<file path="config.mk">
export PLATFORM = sky130hd
export DESIGN_NAME = fsc_flash_security
export DESIGN_NICKNAME = d
export VERILOG_FILES = /design/src/hw/fsc_clock_div.v /design/src/hw/fsc_flash_security.v /design/src/hw/fsc_key_store.v
export VERILOG_INCLUDE_DIRS = /design/src /design/src/hw
export SDC_FILE = /design/constraint.sdc
export NUM_CORES = 1
export LEC_CHECK = 0
export CORE_MARGIN = 4
export CORE_UTILIZATION = 45
export DETAILED_ROUTE_END_ITERATION = 10
export DONT_BUFFER_PORTS = 1
export PLACE_DENSITY = 0.68
export RECOVER_POWER = 50
export SYNTH_ARGS = -nofsm -noshare
export SYNTH_HDL_FRONTEND = slang
export SYNTH_HIERARCHICAL = 1
export SYNTH_SLANG_ARGS = --single-unit
</file>
<file path="constraint.sdc">
create_clock -name SYS_CLK -period 4.1 [get_ports SYS_CLK]
set_input_delay 0.615 -clock SYS_CLK [delete_from_list [all_inputs] [get_ports SYS_CLK]]
set_output_delay 0.615 -clock SYS_CLK [all_outputs]
set_load 0.02 [all_outputs]
</file>
<file path="src/hw/fsc_map.vh">
// Register offsets, field positions and reset values of the flash security block
`ifndef FSC_MAP_VH
`define FSC_MAP_VH

// APB byte offsets
`define FSC_OFF_RATIO      12'h000
`define FSC_OFF_CONFIG     12'h004
`define FSC_OFF_OPTION     12'h008
`define FSC_OFF_PROT       12'h00C
`define FSC_OFF_STATUS     12'h010
`define FSC_OFF_KEY_BASE   12'h020
`define FSC_OFF_KEY_LAST   12'h03C

// Ratio register fields
`define FSC_RATIO_FLAG     7
`define FSC_RATIO_PRE      6
`define FSC_RATIO_DIV_HI   5
`define FSC_RATIO_DIV_LO   0

// Option register fields
`define FSC_OPT_PERMIT     7
`define FSC_SEC_HI         1
`define FSC_SEC_LO         0
`define FSC_SEC_OPEN       2'h2

// Config register field
`define FSC_CFG_KEYMODE    5

// Status register fields
`define FSC_ST_SECURE      0
`define FSC_ST_UNLOCKED    1
`define FSC_ST_PE_ENABLE   2
`define FSC_ST_CMD_START   3

// Key locations, key compare end and prescaler last count
`define FSC_KEY_COUNT      8
`define FSC_KEY_LAST_IDX   3'h7
`define FSC_PRESCALE_LAST  3'h7
`define FSC_KEY_ALL_SEEN   8'hFF
`define FSC_CMP_LAST       4'h8

// Reset values
`define FSC_RESET_BYTE     8'h00
`define FSC_RESET_WORD     32'h00000000

// Flash timing limits for software, kHz
`define FSC_FCLK_MIN_KHZ   150
`define FSC_FCLK_MAX_KHZ   200

`endif

</file>
<file path="src/hw/fsc_clock_div.v">
// Flash timing clock divider: optional prescale by eight, then ratio plus one
`timescale 1ns/1ps
`include "fsc_map.vh"

module fsc_clock_div
(
  input  wire       SYS_CLK,
  input  wire       RST_N,
  input  wire       run,
  input  wire       prescale,
  input  wire [5:0] ratio,
  output reg        tick
);

  reg [2:0] pre_reg;
  reg [5:0] cnt_reg;
  wire      pre_tick;

  assign pre_tick = !prescale || (pre_reg == `FSC_PRESCALE_LAST);

  always @(posedge SYS_CLK or negedge RST_N)
  begin
    if (!RST_N)
    begin
      pre_reg <= 3'h0;
      cnt_reg <= 6'h00;
      tick    <= 1'b0;
    end
    else if (!run)
    begin
      pre_reg <= 3'h0;
      cnt_reg <= 6'h00;
      tick    <= 1'b0;
    end
    else
    begin
      pre_reg <= prescale ? pre_reg + 3'h1 : 3'h0;
      tick    <= 1'b0;
      if (pre_tick)
      begin
        if (cnt_reg >= ratio)
        begin
          cnt_reg <= 6'h00;
          tick    <= 1'b1;
        end
        else
          cnt_reg <= cnt_reg + 6'h01;
      end
    end
  end

endmodule

</file>
<file path="src/hw/fsc_flash_security.v">
// Flash security gate, backdoor key unlock and flash clock ratio register
`timescale 1ns/1ps
`include "fsc_map.vh"

// Notes on behaviour
// Secured: unsecured-code or debug memory access blocked, writes dropped, reads zero.
// Code from secure memory always keeps full access.
// Security code 1:0 is unsecured; every other value is secure.
// Each reset copies the nonvolatile option byte into the option shadow.
// On-chip debug enable is refused while secure; unsecured debug access works.
// Permission bit zero disables the key path; only mass erase unlocks.
// Key mode set makes key-location writes comparison values, not commands.
// Software writes key bytes in ascending order, never on adjacent cycles.
// Key mode cleared after eight matching bytes sets code to 1:0.
// Only writes from secure code count as key writes.
// Protection shadow changes only through debug writes.
// Blank check of erased flash unsecures until next reset.
// Ratio bit 7 read-only; bits 6:0 take only the first write.
// First ratio write sets flag; program and erase disabled while clear.
// Prescale bit selects bus clock or bus clock divided by eight.
// Divider input divided by ratio field plus one gives timing clock.
// Software keeps flash timing clock between 150 and 200 kHz.
// Program and erase timed in whole flash timing clock pulses.
// Key mode clear: key-location writes start a program or erase command.
// Any mismatching key byte leaves security unchanged.
module fsc_flash_security
(
  input  wire        SYS_CLK,
  input  wire        RST_N,
  // APB slave
  input  wire        PSEL,
  input  wire        PENABLE,
  input  wire        PWRITE,
  input  wire [11:0] PADDR,
  input  wire [31:0] PWDATA,
  output wire        PREADY,
  output reg  [31:0] PRDATA,
  output wire        PSLVERR,
  // Access source qualifiers for APB writes
  input  wire        BUS_FROM_SECURE,
  input  wire        BUS_FROM_DEBUG,
  // Nonvolatile contents sampled at reset release
  input  wire [7:0]  NV_OPTION_BYTE,
  input  wire [7:0]  NV_PROT_BYTE,
  input  wire [63:0] NV_KEY_BYTES,
  // Memory access gate
  input  wire        MEM_REQ,
  input  wire        MEM_WRITE,
  input  wire        MEM_FROM_SECURE,
  input  wire        MEM_FROM_DEBUG,
  input  wire [7:0]  MEM_RDATA_IN,
  output wire        MEM_WRITE_EN,
  output wire [7:0]  MEM_RDATA_OUT,
  // Debug module enable and blank check
  input  wire        DEBUG_ENABLE_REQ,
  output wire        DEBUG_ENABLE,
  input  wire        BLANK_CHECK_DONE,
  input  wire        BLANK_CHECK_ERASED,
  // Flash timing
  input  wire        PE_BUSY,
  output wire        FLASH_TICK,
  output wire        PE_ENABLE,
  output reg         CMD_START,
  output wire [2:0]  CMD_KEY_INDEX,
  output wire [7:0]  CMD_DATA,
  output wire        SECURE
);

  // ----------------------------------------------------------------
  // Synchronisers for the asynchronous blank check result
  // ----------------------------------------------------------------
  reg [1:0] bc_done_sync_reg;
  reg [1:0] bc_ok_sync_reg;

  always @(posedge SYS_CLK or negedge RST_N)
  begin
    if (!RST_N)
    begin
      bc_done_sync_reg <= 2'h0;
      bc_ok_sync_reg   <= 2'h0;
    end
    else
    begin
      bc_done_sync_reg <= {bc_done_sync_reg[0], BLANK_CHECK_DONE};
      bc_ok_sync_reg   <= {bc_ok_sync_reg[0], BLANK_CHECK_ERASED};
    end
  end

  // ----------------------------------------------------------------
  // APB decode
  // ----------------------------------------------------------------
  wire        wr_en;
  wire        rd_en;
  wire        key_hit;
  wire [2:0]  key_idx;
  wire        mapped;
  wire        sel_ratio;
  wire        sel_config;
  wire        sel_option;
  wire        sel_prot;
  wire        sel_status;

  function is_reg_addr;
    input [11:0] a;
    input [11:0] off;
    begin
      is_reg_addr = (a == off);
    end
  endfunction

  function is_key_addr;
    input [11:0] a;
    begin
      is_key_addr = (a >= `FSC_OFF_KEY_BASE) && (a <= `FSC_OFF_KEY_LAST) &&
                    (a[1:0] == 2'h0);
    end
  endfunction

  // Zero wait states: read data are registered in the setup phase,
  // so they already stand in the access phase when PREADY is sampled
  assign PREADY  = 1'b1;
  assign wr_en   = PSEL && PENABLE && PWRITE;
  assign rd_en   = PSEL && !PENABLE && !PWRITE;
  assign key_hit = is_key_addr(PADDR);
  assign key_idx = PADDR[4:2];
  assign sel_ratio  = is_reg_addr(PADDR, `FSC_OFF_RATIO);
  assign sel_config = is_reg_addr(PADDR, `FSC_OFF_CONFIG);
  assign sel_option = is_reg_addr(PADDR, `FSC_OFF_OPTION);
  assign sel_prot   = is_reg_addr(PADDR, `FSC_OFF_PROT);
  assign sel_status = is_reg_addr(PADDR, `FSC_OFF_STATUS);
  assign mapped  = key_hit || sel_ratio || sel_config || sel_option || sel_prot || sel_status;
  assign PSLVERR = PSEL && PENABLE && !mapped;

  // ----------------------------------------------------------------
  // Registers
  // ----------------------------------------------------------------
  reg        loaded_reg;
  reg        ratio_written_flag_reg;
  reg        prescale_by_eight_reg;
  reg [5:0]  ratio_div_reg;
  reg        key_write_mode_reg;
  reg [7:0]  option_shadow_reg;
  reg [7:0]  protection_shadow_reg;
  reg        unlocked_reg;
  reg [7:0]  cand_reg [0:7];
  reg [7:0]  seen_reg;
  reg [7:0]  cmd_data_reg;
  reg [2:0]  cmd_idx_reg;
  reg        cmp_active_reg;
  reg [3:0]  cmp_idx_reg;
  reg        cmp_ok_reg;
  integer    i;

  wire [1:0] security_code;
  wire       secure;
  wire       backdoor_permission;
  wire [7:0] stored_byte;
  wire       key_mode_clear_wr;
  wire       cmp_last;
  wire       cmp_byte_bad;

  assign security_code = unlocked_reg ? `FSC_SEC_OPEN :
                         option_shadow_reg[`FSC_SEC_HI:`FSC_SEC_LO];
  assign secure        = (security_code != `FSC_SEC_OPEN);
  assign backdoor_permission = option_shadow_reg[`FSC_OPT_PERMIT];
  assign SECURE        = secure;

  // Only secure code ending key mode can launch a compare
  assign key_mode_clear_wr = wr_en && sel_config && BUS_FROM_SECURE &&
                             key_write_mode_reg && !PWDATA[`FSC_CFG_KEYMODE];

  // Stored byte lags the index by one cycle, so index 8 checks byte 7
  assign cmp_last     = (cmp_idx_reg == `FSC_CMP_LAST);
  assign cmp_byte_bad = (cmp_idx_reg != 4'h0) &&
                        (stored_byte != cand_reg[cmp_idx_reg[2:0] - 3'h1]);

  fsc_key_store u_key_store
  (
    .SYS_CLK   (SYS_CLK),
    .RST_N     (RST_N),
    .load      (!loaded_reg),
    .load_data (NV_KEY_BYTES),
    .rd_idx    (cmp_idx_reg[2:0]),
    .rd_data   (stored_byte)
  );

  // ----------------------------------------------------------------
  // Reset load, ratio register, config, protection
  // ----------------------------------------------------------------
  always @(posedge SYS_CLK or negedge RST_N)
  begin
    if (!RST_N)
    begin
      loaded_reg             <= 1'b0;
      option_shadow_reg      <= `FSC_RESET_BYTE;
      protection_shadow_reg  <= `FSC_RESET_BYTE;
      ratio_written_flag_reg <= 1'b0;
      prescale_by_eight_reg  <= 1'b0;
      ratio_div_reg          <= 6'h00;
      key_write_mode_reg     <= 1'b0;
    end
    else
    begin
      if (!loaded_reg)
      begin
        loaded_reg            <= 1'b1;
        option_shadow_reg     <= NV_OPTION_BYTE;
        protection_shadow_reg <= NV_PROT_BYTE;
      end
      if (wr_en && sel_ratio && !ratio_written_flag_reg)
      begin
        ratio_written_flag_reg <= 1'b1;
        prescale_by_eight_reg  <= PWDATA[`FSC_RATIO_PRE];
        ratio_div_reg          <= PWDATA[`FSC_RATIO_DIV_HI:`FSC_RATIO_DIV_LO];
      end
      if (wr_en && sel_config)
        key_write_mode_reg <= PWDATA[`FSC_CFG_KEYMODE];
      if (wr_en && sel_prot && BUS_FROM_DEBUG && loaded_reg)
        protection_shadow_reg <= PWDATA[7:0];
    end
  end

  // ----------------------------------------------------------------
  // Key capture, compare and unlock
  // ----------------------------------------------------------------
  always @(posedge SYS_CLK or negedge RST_N)
  begin
    if (!RST_N)
    begin
      for (i = 0; i < `FSC_KEY_COUNT; i = i + 1)
        cand_reg[i] <= `FSC_RESET_BYTE;
      seen_reg       <= 8'h00;
      cmp_active_reg <= 1'b0;
      cmp_idx_reg    <= 4'h0;
      cmp_ok_reg     <= 1'b0;
      unlocked_reg   <= 1'b0;
      CMD_START      <= 1'b0;
      cmd_data_reg   <= `FSC_RESET_BYTE;
      cmd_idx_reg    <= 3'h0;
    end
    else
    begin
      CMD_START <= 1'b0;
      if (wr_en && key_hit)
      begin
        if (key_write_mode_reg)
        begin
          if (BUS_FROM_SECURE && !BUS_FROM_DEBUG)
          begin
            cand_reg[key_idx] <= PWDATA[7:0];
            seen_reg[key_idx] <= 1'b1;
          end
        end
        else if (ratio_written_flag_reg)
        begin
          CMD_START    <= 1'b1;
          cmd_data_reg <= PWDATA[7:0];
          cmd_idx_reg  <= key_idx;
        end
      end
      if (key_mode_clear_wr)
      begin
        seen_reg <= 8'h00;
        if (backdoor_permission && (seen_reg == `FSC_KEY_ALL_SEEN))
        begin
          cmp_active_reg <= 1'b1;
          cmp_idx_reg    <= 4'h0;
          cmp_ok_reg     <= 1'b1;
        end
      end
      if (cmp_active_reg)
      begin
        cmp_idx_reg <= cmp_idx_reg + 4'h1;
        if (cmp_byte_bad)
          cmp_ok_reg <= 1'b0;
        if (cmp_last)
        begin
          cmp_active_reg <= 1'b0;
          if (cmp_ok_reg && stored_byte == cand_reg[`FSC_KEY_LAST_IDX])
            unlocked_reg <= 1'b1;
        end
      end
      if (bc_done_sync_reg[1] && bc_ok_sync_reg[1])
        unlocked_reg <= 1'b1;
    end
  end

  // ----------------------------------------------------------------
  // Memory gate and debug enable
  // ----------------------------------------------------------------
  wire mem_allowed;

  assign mem_allowed   = !secure || (MEM_FROM_SECURE && !MEM_FROM_DEBUG);
  assign MEM_WRITE_EN  = MEM_REQ && MEM_WRITE && mem_allowed;
  assign MEM_RDATA_OUT = (MEM_REQ && mem_allowed) ? MEM_RDATA_IN : 8'h00;
  assign DEBUG_ENABLE  = DEBUG_ENABLE_REQ && !secure;

  // ----------------------------------------------------------------
  // Flash timing clock
  // ----------------------------------------------------------------
  assign PE_ENABLE     = ratio_written_flag_reg;
  assign CMD_KEY_INDEX = cmd_idx_reg;
  assign CMD_DATA      = cmd_data_reg;

  fsc_clock_div u_clock_div
  (
    .SYS_CLK  (SYS_CLK),
    .RST_N    (RST_N),
    .run      (ratio_written_flag_reg && PE_BUSY),
    .prescale (prescale_by_eight_reg),
    .ratio    (ratio_div_reg),
    .tick     (FLASH_TICK)
  );

  // ----------------------------------------------------------------
  // Read data
  // ----------------------------------------------------------------
  always @(posedge SYS_CLK or negedge RST_N)
  begin
    if (!RST_N)
      PRDATA <= `FSC_RESET_WORD;
    else if (rd_en)
    begin
      PRDATA <= `FSC_RESET_WORD;
      case (PADDR)
        `FSC_OFF_RATIO:
          PRDATA[7:0] <= {ratio_written_flag_reg, prescale_by_eight_reg, ratio_div_reg};
        `FSC_OFF_CONFIG:
          PRDATA[`FSC_CFG_KEYMODE] <= key_write_mode_reg;
        `FSC_OFF_OPTION:
          PRDATA[7:0] <= {option_shadow_reg[7:2], security_code};
        `FSC_OFF_PROT:
          PRDATA[7:0] <= protection_shadow_reg;
        `FSC_OFF_STATUS:
          PRDATA[3:0] <= {CMD_START, ratio_written_flag_reg, unlocked_reg, secure};
        default:
          PRDATA <= `FSC_RESET_WORD;
      endcase
    end
  end

endmodule

</file>
<file path="src/hw/fsc_key_store.v">
// Small register memory holding the stored eight-byte backdoor key
`timescale 1ns/1ps
`include "fsc_map.vh"

module fsc_key_store
(
  input  wire       SYS_CLK,
  input  wire       RST_N,
  input  wire       load,
  input  wire [63:0] load_data,
  input  wire [2:0] rd_idx,
  output reg  [7:0] rd_data
);

  reg [7:0] mem_reg [0:7];
  integer   i;

  always @(posedge SYS_CLK or negedge RST_N)
  begin
    if (!RST_N)
    begin
      for (i = 0; i < `FSC_KEY_COUNT; i = i + 1)
        mem_reg[i] <= `FSC_RESET_BYTE;
      rd_data <= `FSC_RESET_BYTE;
    end
    else
    begin
      if (load)
        for (i = 0; i < `FSC_KEY_COUNT; i = i + 1)
          mem_reg[i] <= load_data[i*8 +: 8];
      rd_data <= mem_reg[rd_idx];
    end
  end

endmodule

</file>
==> impl_results.md <==
* Outcome: complete, but fails checks
* Failing checks: hold timing
* # DRC at 0
* Total gr overflow at 0
* Synth Area in Adders at 0.0147
* Flop pwr share at 0.510
* Hold slack at -0.209 ns
* Routed wire length per instance at 21.7 um
* Vias per cell at 5.76
* GR Util All Layers at 0.169
* Final period util at 0.739
* Crit-path cells: buf_4 -> inv_1 -> ha_1 -> mux4_1 -> xnor2_1 -> nand4_1 -> o221a_2 -> a311oi_2
* Met2 usage at 0.287
* Post-Synth Simple-Gate Area at 0.0673
* Layout cells sized above 1 at 0.324
* PostCTS Resize Cnt at 0
* Global route hottest layer: met2
* Final core occ at 0.495
* FP Rows at 54
* Initial Utilization at 0.462
* Post-Synth XOR/XNOR Area at 0.0232
* Max-Slew Margin vs Limit at 0.346
* Clock Sinks at 211
* # diodes at 0
* Critical path class: reg2reg
* Sum Neg Setup Slack at 0 ns
* Area taken by multi-input logic gates at 4520 um2
* Sequential cell area at 5280 um2
* Top-area cell type share of the netlist area at 0.517
* FILL cells at 1830
* Core box area at 22100 um2
* Synth Flop Type: dfrtp_1
* Routing usage on met1 at 0.227
* Count of pins over their slew limit at 0
* Area growth, synth to finish at 7.14%
* Die Wd at 159 um
* Die area at 25200 um2
* Final setup viols at 0
* Vias in the first global route at 6141
* CTS tree: built
* Cell count after placement at 960
* Met3 Track Usage GR at 0.0342
* Largest area contributor in the netlist: dfrtp_1
* Leak at 5.02 nW
* Async SR Flop Fraction at 1.00
* Psw at 990 uW
* Max_cap viols at 0
* Mux share of post-synthesis cell area at 0.274
* WP data required at 4.51 ns
* Seq/Total Area, Yosys at 0.517
* Worst setup SP type: register
* Layout Cells excl Fill at 999
* Final worst slack at 1.07 ns
* Routed vias at 5754
* GPL Wtd Cong at 0.806
* Setup WS pre-CTS at 1.08 ns
* CTS root buf: clkbuf_16
* Synth area leaders: dfrtp_1 (52%), mux2_2 (17%), mux4_1 (7.5%), buf_4 (1.9%), ha_1 (1.5%)
* Port bufs at 0
* Largest family of logic cells by synthesized area: multiplexers
* Clk Latency, worst-skew pair at 0.52 ns
* Total CTS buffers at 24
* First-pass GRT wire length at 33600 um
* PD cells at 400 nW/um2
* Post-CTS setup buffers at 0
* Synthesized instance count at 717
* CP arrival at 3.44 ns
* Drt initial violations at 299
* Sw frac at 0.226
* Min-Delay Path Class: in2async
* CP Capture Type: register
* Slowest Stage Delay on Critical Path at 0.84 ns
* Synth Area in Compound Gates at 0.0551
* Remaining antenna violation count at 0
* Worst vdd ir at 279 uV
* Ports at 206
* Fmax at 330 MHz
* Logic pwr share at 0.052
* Cell area after synthesis at 10200 um2
* Die H at 159 um
* Tmin final at 3.03 ns
* WL final at 21700 um
* Antenna violations before repair at 1
* Pin count of the biggest net entering global routing at 212
* First-pass iteration count of the detailed router at 4
* Htree depth at 1
* Worst-path clk slew at 0.06 ns
* Unique masters post-synth at 63
* Post-DP HPWL at 15000 um
* Fin. Hold Viols at 211
* Worst slew pin tran at 0.973 ns
* Pint at 3.39 mW
* Synth warn at 6
* Number of synthesized flops with an enable pin at 0
* RSZ-0062 raised after global routing: no
* Syn avg cell area at 14.2 um2
* Clock network fraction of design power at 0.438
* Slowest CP cell: ha_1
* # nets final at 865
* Yosys reg bits at 211
* CP max FO at 17
* Bufs on Longest Clock Path at 3
* Clock Skews at 0.0235 ns
## final cells by class
cell class | count | share of cell area
Clock inverter | 11 | 0.00663
Multi-Input combinational cell | 447 | 0.413
Sequential cell | 211 | 0.483
Inverter | 19 | 0.00652
Timing Repair Buffer | 3 | 0.00206
Tap cell | 280 | 0.0320
Clock buffer | 28 | 0.0572
## layout by cell type (no fill, tap or decap), types with 6 or more instances in the layout
master     netlist  final
a21o_1           9      9
a21oi_1          9      9
a22o_1          14     14
and2_1          11     11
clkbuf_16        0     24
clkinv_2         0      8
conb_1           2     26
dfrtp_1        211    210
ha_1            12     12
inv_1           19     18
mux2_2         158    158
mux2_4           8      8
mux4_1          29     29
nand2_1         22     22
nand3_1          8      9
nand4_1          8      8
nor2_1           6      6
nor2b_1          6      6
nor4_1           8      9
xnor2_1         12     12
xor2_1          15     15
## routing by layer
metal | vias up | wire length, um
met5 | - | 13
li1 | 2585 | -
met2 | 149 | 10900
met3 | 33 | 1140
met4 | 2 | 386
met1 | 2985 | 9270
## critical path, delay by kind of cell (launching register included)
kind	cells	cell delay, ns
buffers and inverters	2	0.29
and+or+nand+nor	1	0.11
xor gates and xnor gates	1	0.19
muxes	1	0.69
DFF	1	0.32
adders and majority gates	1	0.84
AOI/OAI and AO/OA	2	0.47
## synthesized netlist by cell type (4+ instances only)
cell type,n
a22o_1,14
inv_1,19
o21a_1,5
nor3_1,4
nand3_1,8
nand2b_1,5
mux2_4,8
a21oi_1,9
a21o_1,9
nor2b_1,6
nand4_1,8
xnor2_1,12
and2_1,11
nor4_1,8
mux4_2,4
mux4_1,29
nor2_2,5
nor2_1,6
o21ai_0,4
a21boi_0,5
buf_2,9
dfrtp_1,211
buf_6,6
o31ai_1,5
ha_1,12
a22oi_1,5
xor2_1,15
clkbuf_1,18
mux2_2,158
buf_4,26
nand2_1,22
## cell families after synthesis
| family | Yosys count |
|---|---|
| buf+inv | 83 |
| mux | 203 |
| simple gates | 105 |
| xor+xnor | 27 |
| flops | 211 |
| compound gates | 74 |
| other cells | 2 |
| fa+ha+maj | 12 |
## power by group through the flow
stage	Combinational (mW)	Sequential, mW	Clock [mW]
finish	0.228	2.23	1.92
global placement	0.222	2.26	0
floorplan	0.233	2.25	0
global route	0.246	2.24	2.05
detailed placement	0.227	2.27	0
CTS	0.229	2.23	1.96
## path summary, 6_finish.rpt
check / endpoint / slack, ns / from / cells past startpoint
max: cmp_ok_reg / 1.07 / cmp_idx_reg[1] / 8
min: u_key_store/mem_reg[4] / -0.21 / RST_N / 0
max reg2reg: cmp_ok_reg / 1.07 / cmp_idx_reg[1] / 8
min reg2reg: bc_done_sync_reg[1] / 0.38 / bc_done_sync_reg[0] / 0
max in group asynchronous: PRDATA[4] / 3.94 / RST_N / 0
min in group SYS_CLK: bc_ok_sync_reg[0] / 0.12 / BLANK_CHECK_ERASED / 0
## per-stage QoR
stage / power, mW / instance area, um2
floorplan: 2.48 / 10300
global placement: 2.49 / 10300
detailed placement: 2.50 / 10300
CTS: 4.43 / 11000
global route: 4.54 / 10900
finish: 4.38 / 10900
Note: power is estimated with default switching activity, not from simulation.
